--- config.mk ---
export PLATFORM = sky130hd
export DESIGN_NAME = reset_and_config_sequencer
export DESIGN_NICKNAME = d
export VERILOG_FILES = /design/src/rst_seq_pkg.sv /design/src/reset_pulse_filter.sv /design/src/reset_and_config_sequencer.sv
export SDC_FILE = /design/constraint.sdc
export NUM_CORES = 1
export LEC_CHECK = 0
export BUFFER_PORTS_ARGS = -buffer_cell sky130_fd_sc_hd__buf_4
export CAP_MARGIN = 20
export CORE_AREA = 2 2 68 70
export CTS_CLUSTER_SIZE = 40
export DETAILED_ROUTE_END_ITERATION = 10
export DIE_AREA = 0 0 70 72
export PLACE_DENSITY = 0.83
export SLEW_MARGIN = 20
export SYNTH_ARGS = -nofsm -noshare
export SYNTH_HDL_FRONTEND = slang
export SYNTH_SLANG_ARGS = --single-unit
--- constraint.sdc ---
create_clock -name clock -period 2.46 [get_ports clock]
set_input_delay 0.246 -clock clock [delete_from_list [all_inputs] [get_ports clock]]
set_output_delay 0.246 -clock clock [all_outputs]
set_load 0.03 [all_outputs]
--- src/rst_seq_pkg.sv ---
package rst_seq_pkg;
  // Configuration word field positions
  localparam int CfgWakeResetBit = 12;
  localparam int CfgDataProtBit = 7;
  localparam int CfgProgProtBit = 6;
  localparam int CfgExtPinBit = 5;
  localparam int CfgPwrtDisBit = 4;
  localparam int CfgWdtBit = 3;
  localparam int CfgOscLsb = 0;
  localparam int CfgOscWidth = 3;

  // Oscillator select codes
  localparam logic [2:0] OscExtRcClkout = 3'h7;
  localparam logic [2:0] OscExtRcIo = 3'h6;
  localparam logic [2:0] OscIntClkout = 3'h5;
  localparam logic [2:0] OscIntIo = 3'h4;

  // Timing
  localparam int ClockHz = 25000000;
  localparam int PwrtMs = 64;
  localparam int LfoscHz = 31000;
  // Power-up timer counts low-frequency ticks: 64 ms at 31 kHz
  localparam int PwrtTicks = (PwrtMs * LfoscHz) / 1000;
  localparam int LfDivCycles = ClockHz / LfoscHz;
  // Filter on external reset: least low time in ns
  localparam int ExtFilterNs = 2000;
  localparam int ExtFilterCycles = (ExtFilterNs * (ClockHz / 1000000) + 999) / 1000;
  localparam int StretchCycles = 8;

  // Reset values
  localparam logic PowerOnFlagReset = 1'b0;
  localparam logic WakeFlagReset = 1'b1;

  typedef enum logic [2:0] {
    CausePowerOn, CauseWakeReset, CauseWdtRun, CauseWdtSleep,
    CauseExtRun, CauseExtSleep, CauseBrownout, CauseNone
  } cause_t;

  typedef struct packed {
    logic wakeResetEnable_n;
    logic dataProtect_n;
    logic programProtect_n;
    logic extResetPinEnable;
    logic powerupTimerDisable;
    logic watchdogEnableCfg;
    logic [2:0] oscSelect;
  } cfg_t;

  typedef struct packed {
    logic powerOkay;
    logic brownoutEnable;
    logic aboveBrownoutThreshold;
  } supply_t;
endpackage

--- src/reset_pulse_filter.sv ---
`timescale 1ns/1ps
module reset_pulse_filter #(
  parameter int FilterCycles = 50
) (
  // Clock and reset
  input wire logic clock,
  input wire logic rstSync_n,
  // Synchronised level in, filtered level out
  input wire logic levelIn,
  output logic levelOut
);
  localparam int CntW = $clog2(FilterCycles + 1);
  logic [CntW-1:0] cnt_q;
  logic [CntW-1:0] cnt_d;
  logic levelOut_d;
  wire logic differs = levelIn != levelOut;
  wire logic expired = cnt_q >= CntW'(FilterCycles - 1);

  // A level must persist the full window before it is accepted
  assign cnt_d = (!differs || expired) ? '0 : cnt_q + CntW'(1);
  assign levelOut_d = (differs && expired) ? levelIn : levelOut;

  always_ff @(posedge clock or negedge rstSync_n) begin
    if (!rstSync_n) begin
      cnt_q <= '0;
      levelOut <= 1'b1;
    end else begin
      cnt_q <= cnt_d;
      levelOut <= levelOut_d;
    end
  end
endmodule // reset_pulse_filter

--- src/reset_and_config_sequencer.sv ---
`timescale 1ns/1ps
// Function
// - Config bit 6 low enables program memory protection.
// - Bit 5 low: pin is digital input, reset tied off, pull-up on.
// - Config bit 4 high disables the power-up timer, low enables it.
// - Bit 3 high forces watchdog on; low defers to software enable.
// - Oscillator code selects clock source and pin roles.
// - Brown-out enable never turns on the power-up timer by itself.
// - Data protection turned off erases the whole data EEPROM.
// - Program protection turned off erases the whole program memory.
// - External reset in internal or RC mode stops internal oscillator.
// - Seven reset causes are distinguished and reported.
// - Retained registers unknown at power-on, kept on other resets.
// - Most registers reset on all resets except watchdog wake-up.
// - External reset input filters out short pulses.
// - Hold reset until supply adequate, or above brown-out threshold.
// - Wake reset enabled: enabled wake source resets on leaving sleep.
// - Wake reset enabled: port A bit 3 change in sleep requests wake when bit 5 is low.
// - Port A bit 3 change in sleep wakes; with bit 12 low it also resets, clears wake flag.
// - Power-up timer 64 ms after power-on or brown-out, 31 kHz base.
// - Watchdog reset is internal only, never drives the pin low.
// - Config bit 12 low selects wake followed by reset.
// - Power-on flag zero after power-on, kept until software writes one.
module reset_and_config_sequencer #(
  parameter int PwrtTickCount = rst_seq_pkg::PwrtTicks,
  parameter int LfDivide = rst_seq_pkg::LfDivCycles,
  parameter int FilterCycles = rst_seq_pkg::ExtFilterCycles
) (
  // Clock and power-on reset
  input wire logic clock,
  input wire logic rst_n,
  // Configuration word and supply monitors
  input wire logic [15:0] configuration_word,
  input wire logic powerOkay,
  input wire logic brownoutEnable,
  input wire logic aboveBrownoutThreshold,
  // External reset pin, shared with port A bit 3
  input wire logic master_clear_n,
  output logic pinPullupEnable,
  output logic pinDigitalInput,
  // Core status and requests
  input wire logic sleeping,
  input wire logic watchdogTimeout,
  input wire logic watchdog_soft_enable,
  input wire logic peripheralWake,
  input wire logic powerOnFlagWrite,
  input wire logic wakeFlagWrite,
  // Decoded configuration
  output logic programProtectActive,
  output logic dataProtectActive,
  output logic watchdogRun,
  output logic [2:0] osc_select,
  output logic clkoutEnable,
  output logic osc1IsIo,
  output logic osc2IsIo,
  output logic extRcSelected,
  output logic internalOscStop,
  // Erase requests
  output logic eraseDataMem,
  output logic eraseProgMem,
  // Resets and causes
  output logic coreReset,
  output logic retainedReset,
  output logic wakeResume,
  output logic port_a_bit3_pin,
  output logic powerOnFlag_n,
  output logic wake_reset_flag_n,
  output rst_seq_pkg::cause_t resetCause
);
  localparam int TickW = $clog2(PwrtTickCount + 1);
  localparam int DivW = $clog2(LfDivide + 1);

  rst_seq_pkg::cfg_t cfg;
  logic rstMeta_q, rstSync_n;
  logic pinS1_q, pinS2_q, pinS3_q, pinLevel_q;
  logic filtPin;
  logic [DivW-1:0] div_q;
  logic [TickW-1:0] powerup_timer_q;
  logic pwrtRun_q, pwrtStart_q;
  logic [3:0] stretch_q;
  logic coreReset_q, dataProt_q, progProt_q, sawPinHigh_q;
  logic powerOnFlag_q, wakeFlag_q, wakeResume_q;
  logic pinPrev_q;
  rst_seq_pkg::cause_t cause_q, cause_d;

  function automatic logic isInternalOrRc(input logic [2:0] code);
    return code == rst_seq_pkg::OscExtRcClkout || code == rst_seq_pkg::OscExtRcIo ||
      code == rst_seq_pkg::OscIntClkout || code == rst_seq_pkg::OscIntIo;
  endfunction

  assign cfg.wakeResetEnable_n = configuration_word[rst_seq_pkg::CfgWakeResetBit];
  assign cfg.dataProtect_n = configuration_word[rst_seq_pkg::CfgDataProtBit];
  assign cfg.programProtect_n = configuration_word[rst_seq_pkg::CfgProgProtBit];
  assign cfg.extResetPinEnable = configuration_word[rst_seq_pkg::CfgExtPinBit];
  assign cfg.powerupTimerDisable = configuration_word[rst_seq_pkg::CfgPwrtDisBit];
  assign cfg.watchdogEnableCfg = configuration_word[rst_seq_pkg::CfgWdtBit];
  assign cfg.oscSelect = configuration_word[rst_seq_pkg::CfgOscLsb +: rst_seq_pkg::CfgOscWidth];

  // Reset release through two flops
  always_ff @(posedge clock or negedge rst_n) begin
    if (!rst_n) begin
      rstMeta_q <= 1'b0;
      rstSync_n <= 1'b0;
    end else begin
      rstMeta_q <= 1'b1;
      rstSync_n <= rstMeta_q;
    end
  end

  // Pin synchroniser; level changes once stages two and three agree
  always_ff @(posedge clock or negedge rstSync_n) begin
    if (!rstSync_n) begin
      pinS1_q <= 1'b1;
      pinS2_q <= 1'b1;
      pinS3_q <= 1'b1;
      pinLevel_q <= 1'b1;
    end else begin
      pinS1_q <= master_clear_n;
      pinS2_q <= pinS1_q;
      pinS3_q <= pinS2_q;
      if (pinS2_q == pinS3_q) begin
        pinLevel_q <= pinS3_q;
      end
    end
  end

  reset_pulse_filter #(
    .FilterCycles(FilterCycles)
  ) u_filter (
    .clock(clock),
    .rstSync_n(rstSync_n),
    .levelIn(pinLevel_q),
    .levelOut(filtPin)
  );

  // Decoded configuration outputs
  assign programProtectActive = !cfg.programProtect_n;
  assign dataProtectActive = !cfg.dataProtect_n;
  assign pinDigitalInput = !cfg.extResetPinEnable;
  assign pinPullupEnable = !cfg.extResetPinEnable;
  assign watchdogRun = cfg.watchdogEnableCfg || watchdog_soft_enable;
  assign osc_select = cfg.oscSelect;
  assign clkoutEnable = cfg.oscSelect == rst_seq_pkg::OscExtRcClkout ||
    cfg.oscSelect == rst_seq_pkg::OscIntClkout;
  assign extRcSelected = cfg.oscSelect == rst_seq_pkg::OscExtRcClkout ||
    cfg.oscSelect == rst_seq_pkg::OscExtRcIo;
  assign osc1IsIo = cfg.oscSelect == rst_seq_pkg::OscIntClkout ||
    cfg.oscSelect == rst_seq_pkg::OscIntIo;
  assign osc2IsIo = cfg.oscSelect == rst_seq_pkg::OscIntIo ||
    cfg.oscSelect == rst_seq_pkg::OscExtRcIo;

  // Pin reset only counts when the pin has its reset role
  wire logic pinReset = cfg.extResetPinEnable && !filtPin;
  assign internalOscStop = pinReset && isInternalOrRc(cfg.oscSelect);
  // Bit 3 pin reads back as a plain input when not a reset pin
  assign port_a_bit3_pin = pinLevel_q;

  // Supply hold: brown-out threshold governs when enabled
  wire logic supplyBad = !powerOkay || (brownoutEnable && !aboveBrownoutThreshold);
  wire logic brownoutEvent = powerOkay && brownoutEnable && !aboveBrownoutThreshold;
  // Only the configuration bit starts the timer, never brown-out enable
  wire logic pwrtEnabled = !cfg.powerupTimerDisable;

  // Wake reset: peripheral wake or pin change while asleep
  wire logic pinChange = sleeping && !cfg.extResetPinEnable && (pinLevel_q != pinPrev_q);
  wire logic wakeSource = sleeping && (peripheralWake || pinChange);
  wire logic wakeReset = wakeSource && !cfg.wakeResetEnable_n;
  wire logic wdtReset = watchdogTimeout && !sleeping;
  wire logic wdtWake = watchdogTimeout && sleeping;
  wire logic anyRequest = supplyBad || pinReset || wakeReset || wdtReset;

  // Low-frequency tick from the system clock
  wire logic lfTick = div_q == DivW'(LfDivide - 1);
  always_ff @(posedge clock or negedge rstSync_n) begin
    if (!rstSync_n) begin
      div_q <= '0;
    end else begin
      div_q <= lfTick ? '0 : div_q + DivW'(1);
    end
  end

  // Power-up timer: armed by power-on or brown-out, restarted on brown-out
  wire logic pwrtDone = powerup_timer_q == TickW'(PwrtTickCount);
  always_ff @(posedge clock or negedge rstSync_n) begin
    if (!rstSync_n) begin
      pwrtStart_q <= 1'b1;
      pwrtRun_q <= 1'b0;
      powerup_timer_q <= '0;
    end else if (supplyBad) begin
      pwrtStart_q <= 1'b1;
      pwrtRun_q <= 1'b0;
      powerup_timer_q <= '0;
    end else if (pwrtStart_q) begin
      pwrtStart_q <= 1'b0;
      pwrtRun_q <= pwrtEnabled;
    end else if (pwrtRun_q && lfTick) begin
      powerup_timer_q <= powerup_timer_q + TickW'(1);
      pwrtRun_q <= !(powerup_timer_q == TickW'(PwrtTickCount - 1));
    end
  end

  wire logic holdReset = anyRequest || pwrtStart_q || pwrtRun_q;

  // Short stretch so one-cycle requests still produce a clean reset
  always_ff @(posedge clock or negedge rstSync_n) begin
    if (!rstSync_n) begin
      stretch_q <= 4'hF;
      coreReset_q <= 1'b1;
    end else begin
      if (holdReset) begin
        stretch_q <= 4'(rst_seq_pkg::StretchCycles);
      end else if (stretch_q != 4'h0) begin
        stretch_q <= stretch_q - 4'h1;
      end
      coreReset_q <= holdReset || (stretch_q != 4'h0);
    end
  end
  assign coreReset = coreReset_q;
  // Retained registers see only the power-on reset
  assign retainedReset = !rstSync_n;
  assign wakeResume = wakeResume_q;

  // Cause capture, highest priority first
  always_comb begin
    cause_d = cause_q;
    if (!powerOkay) begin
      cause_d = rst_seq_pkg::CausePowerOn;
    end else if (brownoutEvent) begin
      cause_d = rst_seq_pkg::CauseBrownout;
    end else if (pinReset) begin
      cause_d = sleeping ? rst_seq_pkg::CauseExtSleep : rst_seq_pkg::CauseExtRun;
    end else if (wakeReset) begin
      cause_d = rst_seq_pkg::CauseWakeReset;
    end else if (wdtReset) begin
      cause_d = rst_seq_pkg::CauseWdtRun;
    end else if (wdtWake) begin
      cause_d = rst_seq_pkg::CauseWdtSleep;
    end
  end

  always_ff @(posedge clock or negedge rstSync_n) begin
    if (!rstSync_n) begin
      cause_q <= rst_seq_pkg::CausePowerOn;
      pinPrev_q <= 1'b1;
      wakeResume_q <= 1'b0;
    end else begin
      cause_q <= cause_d;
      pinPrev_q <= pinLevel_q;
      // Watchdog wake resumes without resetting registers
      wakeResume_q <= wdtWake || (wakeSource && cfg.wakeResetEnable_n);
    end
  end
  assign resetCause = cause_q;

  // Power-on and wake flags; hardware clear wins over software write
  always_ff @(posedge clock or negedge rstSync_n) begin
    if (!rstSync_n) begin
      powerOnFlag_q <= rst_seq_pkg::PowerOnFlagReset;
      wakeFlag_q <= rst_seq_pkg::WakeFlagReset;
    end else begin
      if (!powerOkay) begin
        powerOnFlag_q <= 1'b0;
      end else if (powerOnFlagWrite) begin
        powerOnFlag_q <= 1'b1;
      end
      if (wakeReset) begin
        wakeFlag_q <= 1'b0;
      end else if (wakeFlagWrite) begin
        wakeFlag_q <= 1'b1;
      end
    end
  end
  assign powerOnFlag_n = powerOnFlag_q;
  assign wake_reset_flag_n = wakeFlag_q;

  // Erase when protection goes from enabled to disabled; seen only after first sample
  always_ff @(posedge clock or negedge rstSync_n) begin
    if (!rstSync_n) begin
      dataProt_q <= 1'b0;
      progProt_q <= 1'b0;
      sawPinHigh_q <= 1'b0;
      eraseDataMem <= 1'b0;
      eraseProgMem <= 1'b0;
    end else begin
      sawPinHigh_q <= 1'b1;
      dataProt_q <= dataProtectActive;
      progProt_q <= programProtectActive;
      eraseDataMem <= sawPinHigh_q && dataProt_q && !dataProtectActive;
      eraseProgMem <= sawPinHigh_q && progProt_q && !programProtectActive;
    end
  end
endmodule // reset_and_config_sequencer

==> out/results.ini, run 1 <==
[pwr]
power_frac_comb_pct = 12.8
power_switching_uw = 430
power_frac_clock_pct = 29.9
internal-power_uw = 1200
leakagePower_uw = 0.00132
power_frac_seq_pct = 57.2
swShare_pct = 26.4
pwr_density_cell_nw_per_um2 = 561
finalPower_uw = 1630
vdd_drop_max_mv = 0.284

[critical_path]
crit_cells = 7
startpoint_type = flip-flop
timing.rr.end = powerup_timer_q[7]
worstPathRequired_ns = 2.68
cp_max_fo = 14
path_cells = inv_1 -> ha_1 -> nor3b_2 -> nand4b_1 -> buf_4 -> or3_1 -> a21oi_1
path_class = flip-flop to flip-flop
crit_family = simple AND/OR/NAND/NOR gates
critPathBufInv = 2
crit_slowest_cell = dfrtp_1
slowest_delay_ns = 0.40
r2r-start = div_q[1]
crit_path_end_kind = flip-flop
cp_data_arrival_time_ns = 2.15
ff2ff_setup_slack_ns = 0.54
worstRegToRegCells = 7

[clock_tree]
max-clock-path-buffers = 2
clockRootBuffer = clkbuf_8
clock_sinks = 53
cts.clk_slew.worst_paths_ns = 0.10
cts_tree = built
cts_buffers = 5
clk_latency_ns = 0.31
htreeDepth = 2
cts_setup_buffers = 0

[cells_and_area]
synthToLayoutAreaGrowth_pct = 19.0
fillers = 337
insertedDiodeCount = 0
nets = 317
drive_gt1_share_pct = 24.8

[timing]
maxSlewViolCount = 0
tns_ns = 0
max_freq_mhz = 520
tightest_slew_ns = 0.614
setup_violations = 0
period_share_pct = 78.2
min_period_ns = 1.92
slew-limit-headroom_pct = 59.0
final_hold_viol_count = 0
clock_skew_ns = 0.00888
grt_setup_unrepaired = no

[worst_hold_path]
holdPathEnd = pinS1_q
hp-class = primary input to flip-flop
hp-start = master_clear_n
hold_depth = 1

[grt]
grt_remaining_overflow = 0
antenna_found_initial = 0
grt_pass1_wl_um = 7760
grt_max_degree = 52
grt_pass1_vias = 1817
track_usage_pct = 19.1

[synth]
synth_edf_count = 0
synth.avg_cell_area_um2 = 10.4
yosysSeqAreaShare_pct = 55.1
synth_cell_types = 41
ys.flop_type = dfrtp_1
ys_warn_count = 0
synth-async-reset-ratio_pct = 100
synthCells = 235
netlist_area_um2 = 2440
yosys_register_bits = 53

[floorplan]
pin_count = 52
core_area_um2 = 4260
fp-row-count = 24
fp.dieH_um = 72
initial_core_util_pct = 57.1
die_w_um = 70
dieArea_um2 = 5040

[routing]
via_per_inst = 5.45
drtAntennaViolNets = 0
drtIter0Drc = 128
num_vias = 1821
first_pass_iters = 4
drc = 0
wl_per_cell_um = 13.1
drt_wl_total_um = 4360

[place]
numPortBuffers = 44
place_congestion = 0.777
dp_hpwl_um = 3160

[job]
cap_violations = 0

[run_status]
status = finished, final reports clean

[worst register-to-register path, delay by kind of cell, from the launching register on]
kind / cells / cell delay (ns)
AO/OA/AOI/OAI: 1 / 0.19
buffers and inverters: 2 / 0.32
AND/OR/NAND/NOR: 3 / 0.79
adder cells (fa/ha/maj): 1 / 0.13
flip-flops: 1 / 0.40
[metrics by stage]
step / instances / cell area [um2] / worst slack [ns] / hold WS [ns] / util, %
floorplan: 236 / 2440 / 0.369 / -0.0496 / -
global placement: 325 / 2800 / 0.647 / 0.0287 / 65.7
detailed placement: 325 / 2800 / 0.553 / 0.0302 / 65.7
CTS: 334 / 2900 / 0.539 / 0.0298 / 68.0
global route: 334 / 2900 / 0.347 / 0.0196 / 68.0
finish: 334 / 2900 / 0.535 / 0.0355 / 68.0
[cell usage in the layout, fill, tap and decap left out, types with 2 or more instances in the layout]
master,count
buf_4,46
dfrtp_1,39
nor2_1,19
a21oi_1,18
nand3_1,16
inv_1,15
o21ai_0,13
dfstp_2,13
or3_1,10
nand2_1,8
nor2b_1,8
ha_1,8
xor2_1,7
nor3_1,7
xnor2_1,5
and3_1,5
clkbuf_8,5
nand4_1,4
and2_1,3
and3b_1,2
nand3b_1,2
nand2b_1,2
and4_1,2
o31ai_1,2
or4_1,2
clkinvlp_4,2
conb_1,2
[per-layer routing]
layer | vias to the layer above | track usage (%) | share of wire (%)
li1 | 895 | - | -
met1 | 867 | 22.0 | 42
met2 | 49 | 34.9 | 51
met3 | 10 | 4.58 | 5.5
met4 | 0 | 6.62 | 1.7
met5 | - | 0 | 0
[registers in the layout, summed over array words and instances, names as in the netlist, 3 cells and up]
register and cells:
resetCause 3, powerup_timer_q 11, stretch_q 4, div_q 10, u_filter.cnt_q 6
[Yosys cell counts, types with 2 or more instances]
| master | number | share of area (%) |
|---|---|---|
| buf_2 | 2 | 0.41 |
| and4_1 | 2 | 0.72 |
| nor3_1 | 7 | 1.4 |
| or4_1 | 2 | 0.62 |
| nand2_1 | 8 | 1.2 |
| dfrtp_1 | 40 | 41 |
| nand3b_1 | 2 | 0.62 |
| nand4_1 | 4 | 1.0 |
| and3b_1 | 2 | 0.72 |
| a21oi_1 | 18 | 3.7 |
| dfstp_2 | 13 | 14 |
| ha_1 | 8 | 4.1 |
| and2_1 | 3 | 0.77 |
| or3_1 | 10 | 2.6 |
| buf_4 | 4 | 1.2 |
| and3_1 | 5 | 1.3 |
| nor2b_1 | 8 | 2.1 |
| o31ai_1 | 2 | 0.62 |
| inv_1 | 15 | 2.3 |
| xnor2_1 | 5 | 1.8 |
| nand3_1 | 16 | 3.3 |
| nor2_1 | 19 | 2.9 |
| nand2b_1 | 2 | 0.51 |
| xor2_1 | 7 | 2.5 |
| o21ai_0 | 13 | 2.7 |
| clkbuf_1 | 3 | 0.46 |
[power by group through the flow]
| stage | clock network, uW | registers [uW] | logic, uW |
|---|---|---|---|
| 3_3_place_gp | 0 | 944 | 206 |
| 5_1_grt | 529 | 936 | 230 |
| 3_5_place_dp | 0 | 947 | 211 |
| 6_report | 486 | 930 | 209 |
| 4_1_cts | 498 | 931 | 212 |
| 2_1_floorplan | 0 | 976 | 97.6 |
[what timing repair did]
item,4_1_cts,5_1_grt
gates resized for setup,0,0
endpoints found under the hold margin,2,0
hold buffers,1,0
[area by class of cell]
type,count,area (um2),share of cell area (%)
multi-input combinational,159,990,34.2
inverter,15,56.3,1.94
clock buffer,6,72.6,2.50
sequential,53,1340,46.4
timing repair buffer,47,355,12.3
clock inverter,2,15.0,0.518
tap,52,65.1,2.25
[cells by family (layout without fill, tap and decap cells)]
| kind of cell | count (synthesis) | after routing | share of synthesized area (%) |
|---|---|---|---|
| other | 1 | 2 | 0.154 |
| buffers and inverters | 24 | 70 | 4.42 |
| adder cells (fa/ha/maj) | 9 | 9 | 4.52 |
| AO/OA/AOI/OAI | 38 | 38 | 8.53 |
| flip-flops | 53 | 53 | 55.1 |
| multiplexers | 2 | 2 | 0.873 |
| XOR/XNOR | 12 | 12 | 4.31 |
| AND/OR/NAND/NOR | 96 | 96 | 22.1 |
[worst max path at each step]
stage,from,end,slack [ns]
2_1_floorplan,rstSync_n,retainedReset,0.37
3_3_place_gp,div_q[1],powerup_timer_q[3],0.65
3_5_place_dp,div_q[1],powerup_timer_q[7],0.55
4_1_cts,div_q[1],powerup_timer_q[7],0.54
5_1_grt,div_q[1],powerup_timer_q[7],0.35
6_report,div_q[1],powerup_timer_q[7],0.54
Power figures use the tool's default switching activity.
==> run 2: changes to the inputs <==
Settings changed: ABC_AREA set to 1, CORE_AREA 2 2 68 70 to 2 2 77 79, DIE_AREA 0 0 70 72 to 0 0 79 81, PLACE_DENSITY 0.83 to 0.74.
Clock period 2.46 ns to 1.7 ns, I/O delays scaled along.
==> out/results.ini, run 2 <==
[synth]
synth_top_area_share_pct = 37.5
yosys_register_bits = 53
synth.most_common_cell = nand2_1
synthCells = 323
yosysSeqAreaShare_pct = 50.3
synth-async-reset-ratio_pct = 100
synth.avg_cell_area_um2 = 8.27
synth_area_leader_cell = dfrtp_1
ys_warn_count = 0
synth_cell_types = 35
ys_top_cells_by_area = dfrtp_1 37%, dfstp_2 13%, nand2_1 9.7%
ys.flop_type = dfrtp_1
yosys-top-cells-count = 69 x nand2_1, 45 x inv_1, 40 x dfrtp_1
synth_edf_count = 0
netlist_area_um2 = 2670

[cells_and_area]
reg.largest.list = powerup_timer_q x11, div_q x10, u_filter.cnt_q x6
insertedDiodeCount = 0
largest-register = powerup_timer_q
synthToLayoutAreaGrowth_pct = 19.8
final_common_cell = nand2_1
fin_util_pct = 56.4
drive_gt1_share_pct = 21.7
fillers = 524
largest_reg_flops = 11
fin_area_um2 = 3200
regArea_um2 = 1340
nets = 409
multi_input_area_um2 = 1110
final_cell_mix = 69 x nand2_1, 47 x buf_4, 45 x inv_1, 39 x nor2_1, 39 x dfrtp_1

[pwr]
vdd_drop_max_mv = 0.445
leakagePower_uw = 0.00163
pwr_density_cell_nw_per_um2 = 760

[critical_path]
crit_end = powerup_timer_q[6]
worstPathRequired_ns = 1.95
crit_path_end_kind = flip-flop
r2r-start = div_q[1]
path_class = flip-flop to flip-flop
critPathLaunch = div_q[1]
startpoint_type = flip-flop
cp_data_arrival_time_ns = 1.76
cp_max_fo = 13
ff2ff_setup_slack_ns = 0.19
worstRegToRegCells = 10
timing.rr.end = powerup_timer_q[6]

[timing]
period_share_pct = 88.6
slew-limit-headroom_pct = 54.0
maxSlewViolCount = 0
final_hold_viol_count = 0
grt_setup_unrepaired = no
tns_ns = 0
setup_violations = 0
clock_skew_ns = 0.00839
max_freq_mhz = 664
tightest_slew_ns = 0.683
min_period_ns = 1.51

[place]
placed_cell_area_um2 = 3070
place_congestion = 0.825
dp_hpwl_um = 3630
numPortBuffers = 44

[clock_tree]
clk_latency_ns = 0.31
clockRootBuffer = clkbuf_8
cts.clk_slew.worst_paths_ns = 0.10
htreeDepth = 2
max-clock-path-buffers = 2
clock_sinks = 53
cts_tree = built
cts_buffers = 5

[run_status]
status = finished, final reports clean

[floorplan]
pin_count = 52
core_area_um2 = 5680
die_w_um = 79
fp.dieH_um = 81
fp-row-count = 28
initial_core_util_pct = 47.1
dieArea_um2 = 6400

[grt]
grt_max_degree = 52
grt_pass1_vias = 2085
grt_pass1_wl_um = 8890
antenna_found_initial = 0
grt_remaining_overflow = 0
track_usage_pct = 17.2

[routing]
drt_wl_total_um = 5030
drtIter0Drc = 95
drc = 0
first_pass_iters = 4
via_per_inst = 4.81
drtAntennaViolNets = 0
wl_per_cell_um = 11.2
num_vias = 2159

[job]
cap_violations = 0

[worst_hold_path]
hp-class = primary input to flip-flop

-- run 2: changes by cell type after synthesis, moves of 5 or more --
cell and delta:
inv_1 +30, or3_1 -9, and3_1 -5, nor2b_1 -8, nand3_1 +20, a21oi_1 -9
nand2_1 +61, nor2_1 +20
-- run 2: stage by stage --
stage / worst slack (ns) / hold slack [ns] / cells / power [uW]
floorplan: 0.265 / -0.126 / 324 / 1570
global placement: 0.142 / -0.0479 / 439 / 1690
detailed placement: 0.0909 / -0.0459 / 439 / 1700
CTS: 0.0646 / 0.00985 / 449 / 2460
global route: 0.0242 / 0.0195 / 449 / 2550
finish: 0.194 / 0.0199 / 449 / 2430
-- run 2: layout make-up --
type	instances	share of cell area, %
inverter	49	5.75
timing repair buffer	49	11.6
multi-input combinational	215	34.7
clock buffer	6	2.58
clock inverter	2	0.430
sequential	53	42.0
tap	75	2.93
-- run 2: worst max-delay path, cell delays in order (launching register included) --
cell and delay (ns):
dfrtp_1 0.42, inv_1 0.07, ha_1 0.13, nand2_1 0.06
nor2_2 0.13, nand3_2 0.13, nor2_4 0.15, nand2_4 0.13
inv_1 0.10, nand3_1 0.07, nand2_1 0.07
-- run 2: kinds of logic (layout without fill, tap and decap cells) --
family / count (synthesis) / count (layout) / synth area share (%)
simple gates: 168 / 168 / 28.0
fa+ha+maj: 9 / 9 / 4.12
xor+xnor: 9 / 9 / 2.95
flops: 53 / 53 / 50.3
compound gates: 27 / 27 / 5.81
buf+inv: 56 / 106 / 8.71
other cells: 1 / 2 / 0.140
-- run 2: repair_timing --
| item | CTS | global route |
|---|---|---|
| endpoints found under the hold margin | 3 | 0 |
| buffers inserted | 0 | 0 |
| resized for setup | 0 | 2 |
| setup endpoints to repair | 0 | 9 |
| hold buffers | 2 | 0 |
-- run 2: layer usage --
metal / GRT usage, % / wire, um
met1: 21.4 / 2340
met2: 30.2 / 2460
met3: 3.44 / 186
met4: 5.69 / 48
met5: 0 / 0
-- run 2: worst min path at each step --
stage	start	end	depth (start not counted)
after global placement	rst_n	rstMeta_q	1
after floorplan	rst_n	rstMeta_q	0
after detailed placement	rst_n	rstMeta_q	1
after global routing	configuration_word[6]	progProt_q	2
after CTS	configuration_word[7]	dataProt_q	2
final	configuration_word[6]	progProt_q	2
-- run 2: report_power, final --
part	internal [uW]	switching [uW]
clock	331	426
combinational	124	207
sequential	1320	29.5
==> run 3: changes to the inputs <==
Settings changed: CORE_AREA 2 2 77 79 to 2 2 90 109, DIE_AREA 0 0 79 81 to 0 0 92 111, PLACE_DENSITY 0.74 to not set.
==> out/results.ini, run 3 (synthesis results as in run 2) <==
[run_status]
status = finished, final reports clean

[cells_and_area]
final_cell_mix = 69 x nand2_1, 49 x buf_4, 45 x inv_1, 39 x nor2_1, 38 x dfrtp_1
synthToLayoutAreaGrowth_pct = 25.3
final_common_cell = nand2_1
drive_gt1_share_pct = 22.1
fillers = 975
largest_reg_flops = 11
largest-register = powerup_timer_q
nets = 411
reg.largest.list = powerup_timer_q x11, div_q x10, u_filter.cnt_q x6
insertedDiodeCount = 0

[pwr]
vdd_drop_max_mv = 0.364
pwr_density_cell_nw_per_um2 = 845
swShare_pct = 24.4
power_frac_clock_pct = 40.6
power_switching_uw = 689
power_frac_comb_pct = 11.8
power_frac_seq_pct = 47.6
internal-power_uw = 2140
leakagePower_uw = 0.00167

[routing]
drc = 0
wl_per_cell_um = 10.6
num_vias = 2171
drt_wl_total_um = 5280
via_per_inst = 4.35
first_pass_iters = 4
drtIter0Drc = 72
drtAntennaViolNets = 0

[floorplan]
initial_core_util_pct = 28.8
die_w_um = 92
core_area_um2 = 9270
fp.dieH_um = 111
dieArea_um2 = 10200
pin_count = 52
fp-row-count = 39

[timing]
tns_ns = 0
tightest_slew_ns = 0.669
final_hold_viol_count = 0
period_share_pct = 91.5
slew-limit-headroom_pct = 54.9
grt_setup_unrepaired = no
max_freq_mhz = 643
clock_skew_ns = 0.00669
setup_violations = 0
min_period_ns = 1.56
holdWs_ns = 0.0457
maxSlewViolCount = 0

[grt]
grt_pass1_vias = 2263
grt_remaining_overflow = 0
antenna_found_initial = 0
grt_max_degree = 52
grt_pass1_wl_um = 9610
track_usage_pct = 11.3

[critical_path]
worstPathRequired_ns = 1.53
path_class = flip-flop to primary output
cp_max_fo = 4
cp_data_arrival_time_ns = 1.39
crit_path_end_kind = primary output
startpoint_type = flip-flop

[clock_tree]
clockRootBuffer = clkbuf_16
cts_buffers = 5
clock_sinks = 53
max-clock-path-buffers = 2
cts.clk_slew.worst_paths_ns = 0.07
htreeDepth = 2
clk_latency_ns = 0.29
cts_tree = built

[place]
dp_hpwl_um = 3890
numPortBuffers = 44
place_congestion = 0.850

[worst_hold_path]
hp-class = primary input to flip-flop

[job]
cap_violations = 0

run 3: changes by cell type in the layout (fill, tap and decap cells not counted), sizes merged:
| cell | previous run | this run |
|---|---|---|
| bufinv | 0 | 1 |
| clkinv | 3 | 2 |
| buf | 47 | 49 |
run 3: area by class of cell:
class / instances / area [um2] / share of cell area [%]
clock buffers: 6 / 129 / 3.85
well taps: 123 / 154 / 4.60
clock inverters: 2 / 38.8 / 1.16
repair buffers: 51 / 388 / 11.6
inverters: 49 / 184 / 5.49
multi-input cells: 215 / 1110 / 33.1
flip-flops and latches: 53 / 1350 / 40.2
run 3: worst paths after layout:
path,start,end,slack [ns],cells past startpoint
setup / recovery,u_filter.levelOut,internalOscStop,0.14,4
setup reg to reg,u_filter.cnt_q[0],u_filter.cnt_q[3],0.16,6
min in group asynchronous,rst_n,rstSync_n,0.20,2
hold reg to reg,rstMeta_q,rstSync_n,0.35,0
hold / removal,configuration_word[7],dataProt_q,0.05,2
max in group asynchronous,rstSync_n,powerup_timer_q[0],0.84,1
run 3: critical path, stage by stage, from the launching register on:
cell     delay (ns)
dfstp_2        0.38
nor2_1         0.29
inv_1          0.14
nor2_1         0.12
buf_4          0.17
run 3: timing repair:
action,CTS,global route
hold endpoints to repair,3,0
hold buffers,2,0
buffers inserted,0,0
resized for setup,0,3
setup endpoints to repair,0,10
run 3: power by group through the flow:
stage	Combinational, uW	Clock (uW)	Sequential (uW)
final	334	1150	1350
after global routing	374	1230	1350
after CTS	338	1190	1350
after detailed placement	334	0	1370
after global placement	328	0	1370
after floorplan	160	0	1410
run 3: stage by stage:
step           std cells  total power [uW]  utilization (%)  area, um2  setup WS, ns
2_1_floorplan        324              1570                -       2680         0.265
5_1_grt              499              2960             36.1       3350        0.0388
6_report             499              2830             36.1       3350         0.144
3_5_place_dp         489              1700             34.0       3150         0.114
3_3_place_gp         489              1700             34.0       3150         0.148
4_1_cts              499              2880             36.0       3340        0.0949
run 3: layer usage:
layer | GRT usage (%) | wire [um] | share of wire [%]
met1 | 13.6 | 2400 | 45
met4 | 3.48 | 70 | 1.3
met2 | 20.3 | 2700 | 51
met3 | 1.77 | 116 | 2.2
met5 | 0 | 0 | 0
